### src/design/hpcw_cfg.svh
`ifndef HPCW_CFG_SVH
`define HPCW_CFG_SVH
// Clock rate and the one-second prescale derived from it.
`define HPCW_CLK_PERIOD_NS 4
`define HPCW_NS_PER_SEC 1000000000
`define HPCW_TICK_CYCLES (`HPCW_NS_PER_SEC / `HPCW_CLK_PERIOD_NS)
// Default delays in seconds, swap count and counter widths.
`define HPCW_HB_TIMEOUT_S 60
`define HPCW_REQ_WAIT_S 60
`define HPCW_DOWN_WAIT_S 60
`define HPCW_OFF_TIME_S 5
`define HPCW_SWAP_COUNT 1
`define HPCW_SEC_W 16
`define HPCW_CNT_W 8
`endif

### src/design/hpcw_pkg.sv
package hpcw_pkg;
	typedef enum logic [4:0] {
		HPCW_IDLE = 5'h01,
		HPCW_WATCH = 5'h02,
		HPCW_TIMEOUT = 5'h04,
		HPCW_DOWN_WAIT = 5'h08,
		HPCW_POWER_OFF = 5'h10
	} hpcw_state_type;
endpackage

### src/design/hpcw_sync.sv
`timescale 1ns/1ns
// Three-stage pin synchroniser; a change is taken once stages two and three agree.
module hpcw_sync (
	input wire logic core_clk_i,
	input wire logic rst_n_i,
	input wire logic pin_i,
	output logic level_o
);
	logic s1_ff;
	logic s2_ff;
	logic s3_ff;
	logic level_ff;

	always_ff @(posedge core_clk_i) begin
		if (!rst_n_i) begin
			s1_ff <= 1'b0;
			s2_ff <= 1'b0;
			s3_ff <= 1'b0;
			level_ff <= 1'b0;
		end else begin
			s1_ff <= pin_i;
			s2_ff <= s1_ff;
			s3_ff <= s2_ff;
			if (s2_ff == s3_ff) begin
				level_ff <= s3_ff;
			end
		end
	end

	assign level_o = level_ff;
endmodule

### src/design/hpcw_top.sv
`timescale 1ns/1ns
`include "hpcw_cfg.svh"
// Summary of operation
// - Reset inactive; supervise while enable high, or in armed mode while request high.
// - Every heartbeat edge while watching proves host alive.
// - Over 60 s silence raises timeout pin.
// - Request or 60 s starts 60 s wait.
// - Power cycle cuts supply, pulls run low.
// - Without request, cycle 120 s after timeout.
// - Swap boot card after N consecutive timeouts.
// - Timing and control held in configuration.
// - Host stays unpowered for off time.
// - Armed mode keeps supervision while request high.
module hpcw_top
	import hpcw_pkg::*;
#(
	parameter int unsigned TICK_CYCLES = `HPCW_TICK_CYCLES,
	parameter int unsigned SEC_W = `HPCW_SEC_W,
	parameter int unsigned CNT_W = `HPCW_CNT_W
) (
	input wire logic core_clk_i,
	input wire logic rst_n_i,
	input wire logic supervise_enable_pin_i,
	input wire logic heartbeat_pin_i,
	input wire logic shutdown_request_pin_i,
	input wire logic [SEC_W-1:0] cfg_hb_timeout_s_i,
	input wire logic [SEC_W-1:0] cfg_req_wait_s_i,
	input wire logic [SEC_W-1:0] cfg_down_wait_s_i,
	input wire logic [SEC_W-1:0] cfg_off_time_s_i,
	input wire logic [CNT_W-1:0] cfg_swap_count_i,
	input wire logic cfg_swap_enable_i,
	input wire logic cfg_arm_mode_i,
	output logic timeout_flag_pin_o,
	output logic host_power_en_o,
	output logic host_run_o,
	output logic boot_alt_card_o
);
	// Elaboration-time check of the parameters that the counters can serve.
	if (TICK_CYCLES < 2 || SEC_W < 4 || CNT_W < 1) begin : g_param_check
		$error("hpcw_top: parameter out of range");
	end

	logic en_s;
	logic hb_s;
	logic req_s;
	logic hb_prev_ff;
	logic req_prev_ff;
	logic [31:0] pre_ff;
	logic tick_ff;
	logic [SEC_W-1:0] sec_ff;
	logic [CNT_W-1:0] tmo_cnt_ff;
	hpcw_state_type state_ff;
	logic timeout_flag_ff;
	logic power_en_ff;
	logic run_ff;
	logic alt_card_ff;
	logic hb_edge;
	logic req_rise;
	logic req_fall;
	logic supervise;
	logic down_start;
	logic tick_restart;

	// Synchronise the three host pins.
	hpcw_sync u_sync_en (
		.core_clk_i(core_clk_i),
		.rst_n_i(rst_n_i),
		.pin_i(supervise_enable_pin_i),
		.level_o(en_s)
	);
	hpcw_sync u_sync_hb (
		.core_clk_i(core_clk_i),
		.rst_n_i(rst_n_i),
		.pin_i(heartbeat_pin_i),
		.level_o(hb_s)
	);
	hpcw_sync u_sync_req (
		.core_clk_i(core_clk_i),
		.rst_n_i(rst_n_i),
		.pin_i(shutdown_request_pin_i),
		.level_o(req_s)
	);

	always_ff @(posedge core_clk_i) begin
		if (!rst_n_i) begin
			hb_prev_ff <= 1'b0;
			req_prev_ff <= 1'b0;
		end else begin
			hb_prev_ff <= hb_s;
			req_prev_ff <= req_s;
		end
	end

	assign hb_edge = hb_s ^ hb_prev_ff;
	assign req_rise = req_s & ~req_prev_ff;
	assign req_fall = ~req_s & req_prev_ff;
	// Armed mode holds supervision up while the request is high.
	assign supervise = en_s | (cfg_arm_mode_i & req_s);
	// Default mode starts on the request rising; armed mode on its fall.
	assign down_start = cfg_arm_mode_i ? req_fall : req_rise;
	// A request restarts the prescaler so that the wait after it is never short.
	assign tick_restart = (state_ff == HPCW_TIMEOUT) && down_start;

	// One-second tick.
	always_ff @(posedge core_clk_i) begin
		if (!rst_n_i) begin
			pre_ff <= 32'h0;
			tick_ff <= 1'b0;
		end else if (tick_restart) begin
			pre_ff <= 32'h0;
			tick_ff <= 1'b0;
		end else if (pre_ff == TICK_CYCLES - 1) begin
			pre_ff <= 32'h0;
			tick_ff <= 1'b1;
		end else begin
			pre_ff <= pre_ff + 32'h1;
			tick_ff <= 1'b0;
		end
	end

	// Main sequence; the seconds counter restarts on every state change.
	always_ff @(posedge core_clk_i) begin
		if (!rst_n_i) begin
			state_ff <= HPCW_IDLE;
			sec_ff <= '0;
		end else begin
			case (state_ff)
				HPCW_IDLE: begin
					sec_ff <= '0;
					if (supervise) begin
						state_ff <= HPCW_WATCH;
					end
				end
				HPCW_WATCH: begin
					if (!supervise) begin
						state_ff <= HPCW_IDLE;
						sec_ff <= '0;
					end else if (hb_edge) begin
						sec_ff <= '0;
					end else if (tick_ff) begin
						if (sec_ff >= cfg_hb_timeout_s_i) begin
							state_ff <= HPCW_TIMEOUT;
							sec_ff <= '0;
						end else begin
							sec_ff <= sec_ff + 1'b1;
						end
					end
				end
				HPCW_TIMEOUT: begin
					// Request or expiry of the wait, whichever first.
					if (down_start || (tick_ff && sec_ff + 1'b1 >= cfg_req_wait_s_i)) begin
						state_ff <= HPCW_DOWN_WAIT;
						sec_ff <= '0;
					end else if (tick_ff) begin
						sec_ff <= sec_ff + 1'b1;
					end
				end
				HPCW_DOWN_WAIT: begin
					if (tick_ff && sec_ff + 1'b1 >= cfg_down_wait_s_i) begin
						state_ff <= HPCW_POWER_OFF;
						sec_ff <= '0;
					end else if (tick_ff) begin
						sec_ff <= sec_ff + 1'b1;
					end
				end
				HPCW_POWER_OFF: begin
					if (tick_ff && sec_ff + 1'b1 >= cfg_off_time_s_i) begin
						state_ff <= HPCW_IDLE;
						sec_ff <= '0;
					end else if (tick_ff) begin
						sec_ff <= sec_ff + 1'b1;
					end
				end
				default: begin
					state_ff <= HPCW_IDLE;
					sec_ff <= '0;
				end
			endcase
		end
	end

	// Pin outputs follow the state.
	always_ff @(posedge core_clk_i) begin
		if (!rst_n_i) begin
			timeout_flag_ff <= 1'b0;
			power_en_ff <= 1'b1;
			run_ff <= 1'b1;
		end else begin
			timeout_flag_ff <= (state_ff == HPCW_TIMEOUT) || (state_ff == HPCW_DOWN_WAIT)
				|| (state_ff == HPCW_POWER_OFF);
			power_en_ff <= (state_ff != HPCW_POWER_OFF);
			run_ff <= (state_ff != HPCW_POWER_OFF);
		end
	end

	// Consecutive timeout count and boot card swap.
	always_ff @(posedge core_clk_i) begin
		if (!rst_n_i) begin
			tmo_cnt_ff <= '0;
			alt_card_ff <= 1'b0;
		end else if (state_ff == HPCW_WATCH && hb_edge) begin
			tmo_cnt_ff <= '0;
		end else if (state_ff == HPCW_WATCH && supervise && tick_ff
				&& sec_ff >= cfg_hb_timeout_s_i) begin
			if (cfg_swap_enable_i && tmo_cnt_ff + 1'b1 >= cfg_swap_count_i
					&& cfg_swap_count_i != '0) begin
				alt_card_ff <= ~alt_card_ff;
				tmo_cnt_ff <= '0;
			end else begin
				tmo_cnt_ff <= tmo_cnt_ff + 1'b1;
			end
		end
	end

	assign timeout_flag_pin_o = timeout_flag_ff;
	assign host_power_en_o = power_en_ff;
	assign host_run_o = run_ff;
	assign boot_alt_card_o = alt_card_ff;

	idle_quiet_a: assert property (@(posedge core_clk_i)
		disable iff (!rst_n_i) state_ff == HPCW_IDLE |=> !timeout_flag_pin_o)
		else $error("timeout pin high while idle");
	cycle_pins_a: assert property (@(posedge core_clk_i)
		disable iff (!rst_n_i) host_power_en_o == host_run_o)
		else $error("power and run disagree");
	off_flag_a: assert property (@(posedge core_clk_i)
		disable iff (!rst_n_i) !host_power_en_o |-> timeout_flag_pin_o)
		else $error("power off without timeout flag");
	timeout_enter_a: assert property (@(posedge core_clk_i)
		disable iff (!rst_n_i)
		$rose(state_ff == HPCW_TIMEOUT) |=> timeout_flag_pin_o)
		else $error("timeout pin not raised");
	hb_reset_a: assert property (@(posedge core_clk_i)
		disable iff (!rst_n_i)
		state_ff == HPCW_WATCH && supervise && hb_edge |=> sec_ff == '0)
		else $error("heartbeat did not restart timer");
	req_start_a: assert property (@(posedge core_clk_i)
		disable iff (!rst_n_i)
		state_ff == HPCW_TIMEOUT && down_start |=> state_ff == HPCW_DOWN_WAIT)
		else $error("request did not start wait");
	off_order_a: assert property (@(posedge core_clk_i)
		disable iff (!rst_n_i)
		$rose(state_ff == HPCW_POWER_OFF) |-> $past(state_ff) == HPCW_DOWN_WAIT)
		else $error("power off not preceded by wait");
	off_end_a: assert property (@(posedge core_clk_i)
		disable iff (!rst_n_i)
		$fell(state_ff == HPCW_POWER_OFF) |-> state_ff == HPCW_IDLE)
		else $error("power off left to wrong state");
	timeout_c: cover property (@(posedge core_clk_i) state_ff == HPCW_TIMEOUT);
	arm_start_c: cover property (@(posedge core_clk_i)
		state_ff == HPCW_TIMEOUT && cfg_arm_mode_i && req_fall);
	cycle_c: cover property (@(posedge core_clk_i) !host_power_en_o);
	swap_c: cover property (@(posedge core_clk_i) $rose(boot_alt_card_o));
endmodule

### config.mk
export PLATFORM = sky130hd
export DESIGN_NAME = hpcw_top
export DESIGN_NICKNAME = d
export VERILOG_FILES = /design/src/design/hpcw_pkg.sv /design/src/design/hpcw_sync.sv /design/src/design/hpcw_top.sv
export VERILOG_INCLUDE_DIRS = /design/src /design/src/design
export SDC_FILE = /design/constraint.sdc
export NUM_CORES = 1
export LEC_CHECK = 0
export ABC_AREA = 1
export BUFFER_PORTS_ARGS = -buffer_cell sky130_fd_sc_hd__clkbuf_2
export CORE_MARGIN = 1
export CORE_UTILIZATION = 55
export DETAILED_ROUTE_END_ITERATION = 8
export PLACE_DENSITY = 0.88
export SYNTH_ARGS = -nofsm -noshare
export SYNTH_HDL_FRONTEND = slang
export SYNTH_SLANG_ARGS = --single-unit
### constraint.sdc
create_clock -name core_clk_i -period 8.3 [get_ports core_clk_i]
set_clock_uncertainty 0.2 [all_clocks]
set_input_delay 0.83 -clock core_clk_i [delete_from_list [all_inputs] [get_ports core_clk_i]]
set_output_delay 0.83 -clock core_clk_i [all_outputs]
set_load 0.01 [all_outputs]
# Yosys cells after proc, flatten, opt, wreduce, memory -nomap -nowiden
# Cells that the tools add are included.
[word_totals] word_cells=98 reg_bits=79
[classes] muxes=21 n_reduce_logical=19 add_sub_neg=3 n_bitwise=10 eq_ne=18 order_cmp=5
[op_table] op="16-bit 2-to-1 mux" count=8
[op_table] op="16-bit greater-or-equal comparator" count=4
[op_table] op="16-bit case mux with 4 select lines" count=1
[op_table] op="5-bit 2-to-1 mux" count=8
[op_table] op="32-bit by 1-bit adder with 32-bit output (second input constant)" count=1
[op_table] op="32-bit by 28-bit equality test with 1-bit output (second input constant)" count=1
[op_table] op="5-bit case mux with 5 select lines" count=1
[op_table] op="16-bit by 1-bit adder with 16-bit output (second input constant)" count=1
[op_table] op="1-bit logical AND" count=10
[op_table] op="3-bit inequality test (second input constant)" count=3
[op_table] op="8-bit by 1-bit adder with 8-bit output (second input constant)" count=1
[op_table] op="8-bit greater-or-equal comparator" count=1
[op_table] op="8-bit 2-to-1 mux" count=1
[op_table] op="8-bit nonzero test" count=1
[op_table] op="7-bit AND reduction" count=1
[op_table] op="2-bit inequality test (second input constant)" count=3
[op_table] op="5-bit by 1-bit equality test with 1-bit output (second input constant)" count=1
[op_table] op="5-bit by 2-bit equality test with 1-bit output (second input constant)" count=1
[op_table] op="5-bit by 3-bit equality test with 1-bit output (second input constant)" count=1
[op_table] op="5-bit by 4-bit equality test with 1-bit output (second input constant)" count=1
[op_table] op="5-bit equality test (second input constant)" count=1
[op_table] op="5-bit inequality test (second input constant)" count=1
[op_table] op="1-bit NOT" count=5
[op_table] op="4-bit inequality test (second input constant)" count=1
[op_table] op="other kinds (10)" count=18

# Depth between registers and ports, before layout
# Gate-level depths: netlist (run 1).
[logic_depth] depth_word=6 ltp_mapped=23 depth_no_buf=22

# Modules after synthesis
# Synthesis (run 1) repeated with hierarchy kept, for this count alone.
[unflattened] cells_unflattened=979 area_unflattened_um2=6466.2
[by_module_without_submodules] module="hpcw_top" area_each_um2=6117.1 instances=1 seq_area_each_um2=1341.3 cells_each=940
[by_module_without_submodules] module="hpcw_sync" area_each_um2=116.4 instances=3 seq_area_each_um2=80.1 cells_each=13

# Worst setup path before layout (run 1)
# No wires, ideal clock.
[synth_timing] kind="reg2reg" from="register sec_ff[0]" to="register sec_ff[6]" arrival_ps=2724 setup_time_ps=70 t_required_ps=8030 path_buffers=1 stages_incl_launch_ff=21 path_slack_ps=5305 cell_sequence="dfxtp_1 > ha_1 > nand2_1 > inv_2 > nand2_1 > nor3_2 > xor2_1 > ha_1 > nand2_1 > o21bai_1 > a21oi_1 > nor2_1 > nand2_1 > nand2_1 > nand2_1 > nand3_2 > buf_2 > nand2_1 > nand2_1 > nand2_1 > a21oi_1"
[synth_via] elab_chain_cells=6 word_cells_on_any_way=18 classes_between="add/sub (1); order compare (4); mux (9); reduce/logical (4)"
[synth_lines] element="start, declared" line="hpcw_top.sv:50" source="logic [SEC_W-1:0] sec_ff;"
[synth_lines] element="start signal, assigned" line="hpcw_top.sv:145" source="sec_ff <= sec_ff + 1'b1;"
[synth_lines] element="start signal, assigned" line="hpcw_top.sv:155" source="sec_ff <= sec_ff + 1'b1;"
[synth_lines] element="start signal, assigned" line="hpcw_top.sv:163" source="sec_ff <= sec_ff + 1'b1;"
[synth_lines] element="16-bit by 1-bit adder with 16-bit output / 16-bit greater-or-equal comparator (equally long branches)"
[synth_lines] element="16-bit greater-or-equal comparator / 16-bit 2-to-1 mux (equally long branches)" line="hpcw_top.sv:151, hpcw_top.sv:141"
[synth_lines] element="1-bit logical AND / 16-bit 2-to-1 mux (equally long branches)" line="hpcw_top.sv:151, hpcw_top.sv:140"
[synth_lines] element="1-bit logical OR / 16-bit 2-to-1 mux (equally long branches)" line="hpcw_top.sv:151, hpcw_top.sv:138"
[synth_lines] element="16-bit 2-to-1 mux, on equally long branches" line="hpcw_top.sv:151, hpcw_top.sv:135"
[synth_lines] element="16-bit case mux with 4 select lines *" line="hpcw_top.sv:127" source="case (state_ff)"
# Mark *: on every way between the ends. The rest lies on a longest branch, timed or not. The select of a mux whose other input is x is not followed.
# A chain may end at the register's enable or synchronous reset.

# Worst setup path in the final report (run 1)
[layout_timing] from="register sec_ff[0]" to="register state_ff[4]"
[layout_via] elab_chain_cells=6 word_cells_on_any_way=14 classes_between="add/sub (1); order compare (4); eq/ne (4); reduce/logical (5)"
[layout_lines] element="16-bit by 1-bit adder with 16-bit output" line="hpcw_top.sv:151, hpcw_top.sv:159, hpcw_top.sv:167"
[layout_lines] element="16-bit greater-or-equal comparator" line="hpcw_top.sv:151" source="if (down_start || (tick_ff && sec_ff + 1'b1 >= cfg_req_wait_s_i)) begin"
[layout_lines] element="1-bit logical AND" line="hpcw_top.sv:151"
[layout_lines] element="1-bit logical OR" line="hpcw_top.sv:151"
[layout_lines] element="2-bit by 1-bit inequality test with 1-bit output (no source line)"
[layout_lines] element="7-bit AND reduction (no source line) *"
[layout_lines] element="end signal, assigned" line="hpcw_top.sv:152" source="state_ff <= HPCW_DOWN_WAIT;"
[layout_lines] element="end signal, assigned" line="hpcw_top.sv:160" source="state_ff <= HPCW_POWER_OFF;"
[layout_lines] element="end signal, assigned" line="hpcw_top.sv:168" source="state_ff <= HPCW_IDLE;"
[layout_lines] element="end, declared" line="hpcw_top.sv:52" source="hpcw_state_type state_ff;"
# Mark *: on every way between the ends. The rest lies on a longest branch, timed or not.

==> impl_metrics.ini, run 1 <==
[outcome]
status = completed

[synth]
synth_most_common_cell = nand2_1
synthesis.area_um2 = 6180
synth_seq_cells = 79
synth-edff-count = 0
synthFlopType = dfxtp_1
synth_area_leaders = dfxtp_1 26%, nand2_1 16%, ha_1 15%
yosysUniqueCellTypes = 46
synth_nets = 1097
yosysTopAreaCell = dfxtp_1
yosys_warnings = 0
netlist_instances = 943
synth_commonest_cells = 258 x nand2_1, 161 x inv_1, 81 x nor2_1
yosysTopAreaCellShare = 0.256
postSynthAreaPerCell_um2 = 6.55
synthArstFlopShare = 0
ys_seq_area_frac = 0.256

[cells_and_area]
fin_cells = 1162
fillers = 987
drive_gt1_frac = 0.123
seq_area_um2 = 1580
num_antenna_cells = 0
area_growth_pct = 11.3
final_core_util = 0.631
layout.nets = 1173
multi_input_area_um2 = 3900

[sta]
slew_violations = 0
post-route-period-util = 0.461
fin_ws_ns = 4.47
setup_tns_ns = 0
worst_pin_slew_ns = 1.05
final-setup-viol-count = 0
period_minus_slack_ns = 3.83
rsz0062_at_grt = false
maxSlewHeadroom = 0.301
hold_violations = 0
fmax_mhz = 261

[die]
initial_core_util = 0.568
dieArea_um2 = 11700
core_um2 = 10900
io_pins = 83
die_w_um = 108
rows = 38
die_height_um = 108

[critical_path]
cp_data_arrival_time_ns = 3.90
r2r_slack_ns = 4.47
worst-endpoint-required_ns = 8.37
r2r.worst_path.cells = 19
cp_max_fo = 18
criticalPathCategory = flop to flop
cp-start-kind = flop
worst_setup_path_end_kind = flop

[clock_network]
clk_latency_ns = 0.34
cts_root_buf = clkbuf_8
cts_max_level = 3
cts_setup_buffers = 0
cts_buffers = 9
path_clk_slew_ns = 0.08
cts-resized-gates = 0
cts_buffer_depth = 2
cts_tree = built
clock-sinks = 79
postCtsHoldBufs = 0

[grt]
grt_antenna_before_repair = 0
grt_max_degree = 32
grt_pass1_wl_mm = 24.1
grt_pass1_vias = 5660
grt-ovfl-total = 0
grt_use_total = 0.254

[route]
drtIter0Drc = 373
dr.pass1.iters = 5
avgRoutedWirePerCell_um = 12.1
wl_mm = 14.1
vias_per_cell = 5.23
dr_total_vias = 6080
drcViolationCount = 0
drtAntennaViolNets = 0

[job]
max_cap_violations = 0

[placed_design]
dp.final_hpwl_mm = 11.1
numPortBuffers = 82
gp_congestion = 0.966
place_inst = 1148
dp_slack_ns = 4.62

[power]
powerDensity_nw_per_um2 = 118
peakVddDrop_uv = 133
p_leak_nw = 3.72

[worst_hold_path]
worstHoldPathType = flop to flop
hold_depth = 2
## report_power, final
part           internal [W]  total (W)  switching, W
combinational     0.0000503   0.000136     0.0000854
clock              0.000143   0.000276      0.000134
sequential         0.000390   0.000398    0.00000734
total              0.000583   0.000810      0.000226
## through the flow
step           power [W]  hold WS (ns)  instance area [um^2]
6_report        0.000810         0.222                  6880
2_1_floorplan   0.000497         0.190                  6180
4_1_cts         0.000812         0.225                  6880
3_5_place_dp    0.000537         0.208                  6690
5_1_grt         0.000853         0.240                  6880
3_3_place_gp    0.000533         0.194                  6690
## flip-flops by register name (all words and copies together), names as in the netlist
register,flops
boot_alt_card_o,1
hb_prev_ff,1
host_run_o,1
pre_ff,32
req_prev_ff,1
sec_ff,16
state_ff,5
tick_ff,1
timeout_flag_pin_o,1
tmo_cnt_ff,8
u_sync_en.level_o,1
u_sync_en.s1_ff,1
u_sync_en.s2_ff,1
u_sync_en.s3_ff,1
u_sync_hb.level_o,1
u_sync_hb.s1_ff,1
u_sync_hb.s2_ff,1
u_sync_hb.s3_ff,1
u_sync_req.level_o,1
u_sync_req.s1_ff,1
u_sync_req.s2_ff,1
u_sync_req.s3_ff,1
## cells in the final DEF (no fill, tap or decap), types with 3 or more instances in the layout
master / netlist / routed
inv_2: 5 / 5
nor2_1: 81 / 81
a21oi_1: 68 / 68
nor3_1: 19 / 19
clkbuf_8: 0 / 10
inv_1: 161 / 161
nand4_1: 37 / 37
dfxtp_1: 79 / 79
nor2_4: 5 / 5
nand2_1: 258 / 258
o21bai_1: 4 / 4
o21a_1: 4 / 4
nand2_2: 4 / 4
xnor2_1: 6 / 6
nand3_1: 34 / 34
xor2_1: 20 / 20
nand3b_1: 4 / 4
nor3b_1: 10 / 10
o21ai_0: 13 / 13
clkbuf_2: 0 / 82
nor2_2: 3 / 3
ha_1: 75 / 75
nor4_1: 7 / 7
## layout make-up
cell class	instances	area share
inverters	166	0.0906
clock buffers	10	0.0200
flip-flops and latches	79	0.230
clock inverters	4	0.00692
well taps	140	0.0255
repair buffers	82	0.0597
multi-input cells	681	0.567
## per-layer routing
metal  GRT usage  wire length (um)  vias to the layer above
li1            -                 -                     3179
met1       0.307              6050                     2667
met2       0.452              6700                      205
met3      0.0422               979                       29
met4      0.0910               348                        0
met5           0                 0                        -
## path summary, 6_finish.rpt
path / from / endpoint
hold / removal: u_sync_en.s1_ff / u_sync_en.s2_ff
setup / recovery: sec_ff[0] / state_ff[4]
setup reg to reg: sec_ff[0] / state_ff[4]
hold reg to reg: u_sync_en.s1_ff / u_sync_en.s2_ff
## kinds of logic (layout without fill, tap and decap cells)
kind of cell	after synthesis	count (layout)	share of synthesized area
adders and majority gates	75	75	0.152
buffers and inverters	183	262	0.113
and+or+nand+nor	478	478	0.350
DFF	79	79	0.256
AOI/OAI and AO/OA	101	101	0.0897
xor gates and xnor gates	27	27	0.0395
## critical path, cell delays in order (launching register included)
cell and delay [ns]:
dfxtp_1 0.49, ha_1 0.23, nand2_1 0.09, inv_2 0.10, nand2_1 0.10, nor3_2 0.26
nand2_1 0.09, nand2_1 0.09, nand2_1 0.13, ha_1 0.30, nand2_1 0.07, nor3_1 0.18
nand2_1 0.07, nand2_1 0.05, nand2_1 0.06, nand2_1 0.18, nand3_2 0.36, nor2_1 0.36
nand3_1 0.18, a21oi_1 0.16
Note: power is estimated with default switching activity, not from simulation.
==> run 2: changes to the inputs <==
==> constraint.sdc (replaced) <==
create_clock -name core_clk_i -period 4 [get_ports core_clk_i]
set_clock_uncertainty 0.2 [all_clocks]
set_input_delay 0.4 -clock core_clk_i [delete_from_list [all_inputs] [get_ports core_clk_i]]
set_output_delay 0.4 -clock core_clk_i [all_outputs]
set_load 0.01 [all_outputs]
==> run 2 against run 1 <==
Compared with the run above: clock power grew 100%; core utilization rose by 0.45 points; critical path depth is 3 higher; via count up 0.30%; non-clock buffer count increased by 6; worst hold slack lost 0.21 ns; cell count rose by 0.69%.
==> impl_metrics.ini, run 2 (synthesized netlist as in run 1, its figures left out) <==
[outcome]
status = completed

[critical_path]
cp-start-kind = flop
worst_setup_path_end_kind = flop
cp_cell_sequence = ha_1 > nand2_1 > inv_2 > nand2_1 > nor3_2 > nand2_1 > nand2_1 > nand2_1 > ha_1 > nand4_1 > nor2_1 > nand2_1 > inv_1 > nand2_1 > nand2_1 > nand2_1 > nand2_1 > nand3_2 > nor2_2 > nand3_1 > nand3_1 > inv_1
worst-endpoint-required_ns = 4.06
criticalPathCategory = flop to flop
crit_top_cell = nand2_1
cp_data_arrival_time_ns = 3.68
r2r_slack_ns = 0.39
cpMaxStageDelayCell = dfxtp_1
r2r-end = state_ff[1]
r2r.worst_path.cells = 22
critical-path-max-stage-delay_ns = 0.50
timing.rr.start = sec_ff[0]
cp_max_fo = 18

[sta]
worst_pin_slew_ns = 0.941
fin_ws_ns = 0.386
rsz0062_at_grt = false
post-route-period-util = 0.904
period_minus_slack_ns = 3.61
maxSlewHeadroom = 0.371
fmax_mhz = 277
slew_violations = 0
final-setup-viol-count = 0
setup_tns_ns = 0
hold_violations = 0

[job]
max_cap_violations = 0

[cells_and_area]
num_antenna_cells = 0
reg.largest.list = pre_ff x32, sec_ff x16, tmo_cnt_ff x8
final_core_util = 0.636
largest_reg_flops = 32
seq_area_um2 = 1580
fin_cells = 1170
multi_input_area_um2 = 3900
most-common-layout-cells = 258 x nand2_1, 161 x inv_1, 82 x clkbuf_2
layout.nets = 1179
area_growth_pct = 12.0
regMostFlops = pre_ff
fillers = 957
final_common_cell = nand2_1
drive_gt1_frac = 0.130

[worst_hold_path]
hold_depth = 3
min_to = u_sync_hb.s1_ff
min_from = heartbeat_pin_i
worstHoldPathType = primary input to flop

[grt]
grt_pass1_vias = 5633
grt_pass1_wl_mm = 23.7
grt_busiest_layer = met2
gr-usage-met1 = 0.300
grt_antenna_before_repair = 0
gr-usage-met3 = 0.0350
use_met2 = 0.446
grt-ovfl-total = 0
grt_max_degree = 28
grt_use_total = 0.253

[die]
die_height_um = 108
io_pins = 83
initial_core_util = 0.568
rows = 38
core_um2 = 10900
dieArea_um2 = 11700
die_w_um = 108

[route]
wl_mm = 14.1
drtIter0Drc = 435
drcViolationCount = 0
avgRoutedWirePerCell_um = 12.1
dr_total_vias = 6098
vias_per_cell = 5.21
drtAntennaViolNets = 0
dr.pass1.iters = 5

[placed_design]
numPortBuffers = 82
dp.final_hpwl_mm = 11.0
gp_congestion = 0.957
place_inst = 1153
dp_slack_ns = 0.389

[clock_network]
cts_root_buf = clkbuf_8
cts_buffers = 9
cts_tree = built
clock-sinks = 79
cts_max_level = 3
cts_buffer_depth = 2
path_clk_slew_ns = 0.08
cts_setup_buffers = 0
clk_latency_ns = 0.36

[power]
powerDensity_nw_per_um2 = 241
peakVddDrop_uv = 268
p_leak_nw = 3.74
-- run 2: cell count changes in the layout (fill, tap and decap cells not counted) --
| cell | before | now |
|---|---|---|
| clkbuf_8 | 10 | 11 |
| nor2_2 | 3 | 4 |
| nor2_1 | 81 | 80 |
| dlygate4sd3_1 | 0 | 1 |
| buf_4 | 0 | 5 |
| bufinv_16 | 1 | 0 |
| clkinvlp_4 | 1 | 3 |
-- run 2: through the flow --
| stage | hold WS, ns | power [W] | cell area (um^2) |
|---|---|---|---|
| global placement | 0.194 | 0.00111 | 6730 |
| global route | 0.0237 | 0.00175 | 6920 |
| floorplan | 0.190 | 0.00103 | 6180 |
| finish | 0.0129 | 0.00167 | 6920 |
| detailed placement | 0.197 | 0.00111 | 6730 |
| CTS | 0.00322 | 0.00167 | 6920 |
-- run 2: layout make-up --
class	instances	area share
Multi-Input combinational cell	681	0.564
Sequential cell	79	0.228
Clock inverter	5	0.00470
Tap cell	140	0.0253
Clock buffer	11	0.0219
Timing Repair Buffer	88	0.0661
Inverter	166	0.0900
-- run 2: layer usage --
| metal | vias to the layer above | part of all wire |
|---|---|---|
| li1 | 3190 | - |
| met1 | 2643 | 0.44 |
| met2 | 222 | 0.47 |
| met3 | 43 | 0.065 |
| met4 | 0 | 0.030 |
| met5 | - | 0 |
-- run 2: worst max path at each step --
stage	from	endpoint	slack [ns]	cells past startpoint
after floorplan	sec_ff[0]	sec_ff[6]	1.01	20
after global placement	sec_ff[0]	state_ff[1]	0.48	20
after detailed placement	sec_ff[0]	state_ff[1]	0.39	19
after CTS	sec_ff[0]	state_ff[1]	0.38	22
after global routing	sec_ff[0]	state_ff[1]	0.002	22
final	sec_ff[0]	state_ff[1]	0.39	22
-- run 2: critical path, delay by kind of cell (launching register included) --
| kind | cells | cell delay (ns) |
|---|---|---|
| flops | 1 | 0.50 |
| simple gates | 17 | 2.06 |
| fa+ha+maj | 2 | 0.55 |
| buf+inv | 3 | 0.19 |
-- run 2: power breakdown --
part / switching [W] / leakage (nW) / internal [W] / total (W)
sequential: 0.0000151 / 0.639 / 0.000810 / 0.000825
clock: 0.000303 / 0.0873 / 0.000257 / 0.000560
combinational: 0.000177 / 3.02 / 0.000107 / 0.000283
-- run 2: repair_timing --
| item | 4_1_cts | 5_1_grt |
|---|---|---|
| setup endpoints to repair | 0 | 3 |
| gates resized for setup | 0 | 1 |
| hold endpoints to repair | 1 | 0 |
| hold buffers | 1 | 0 |
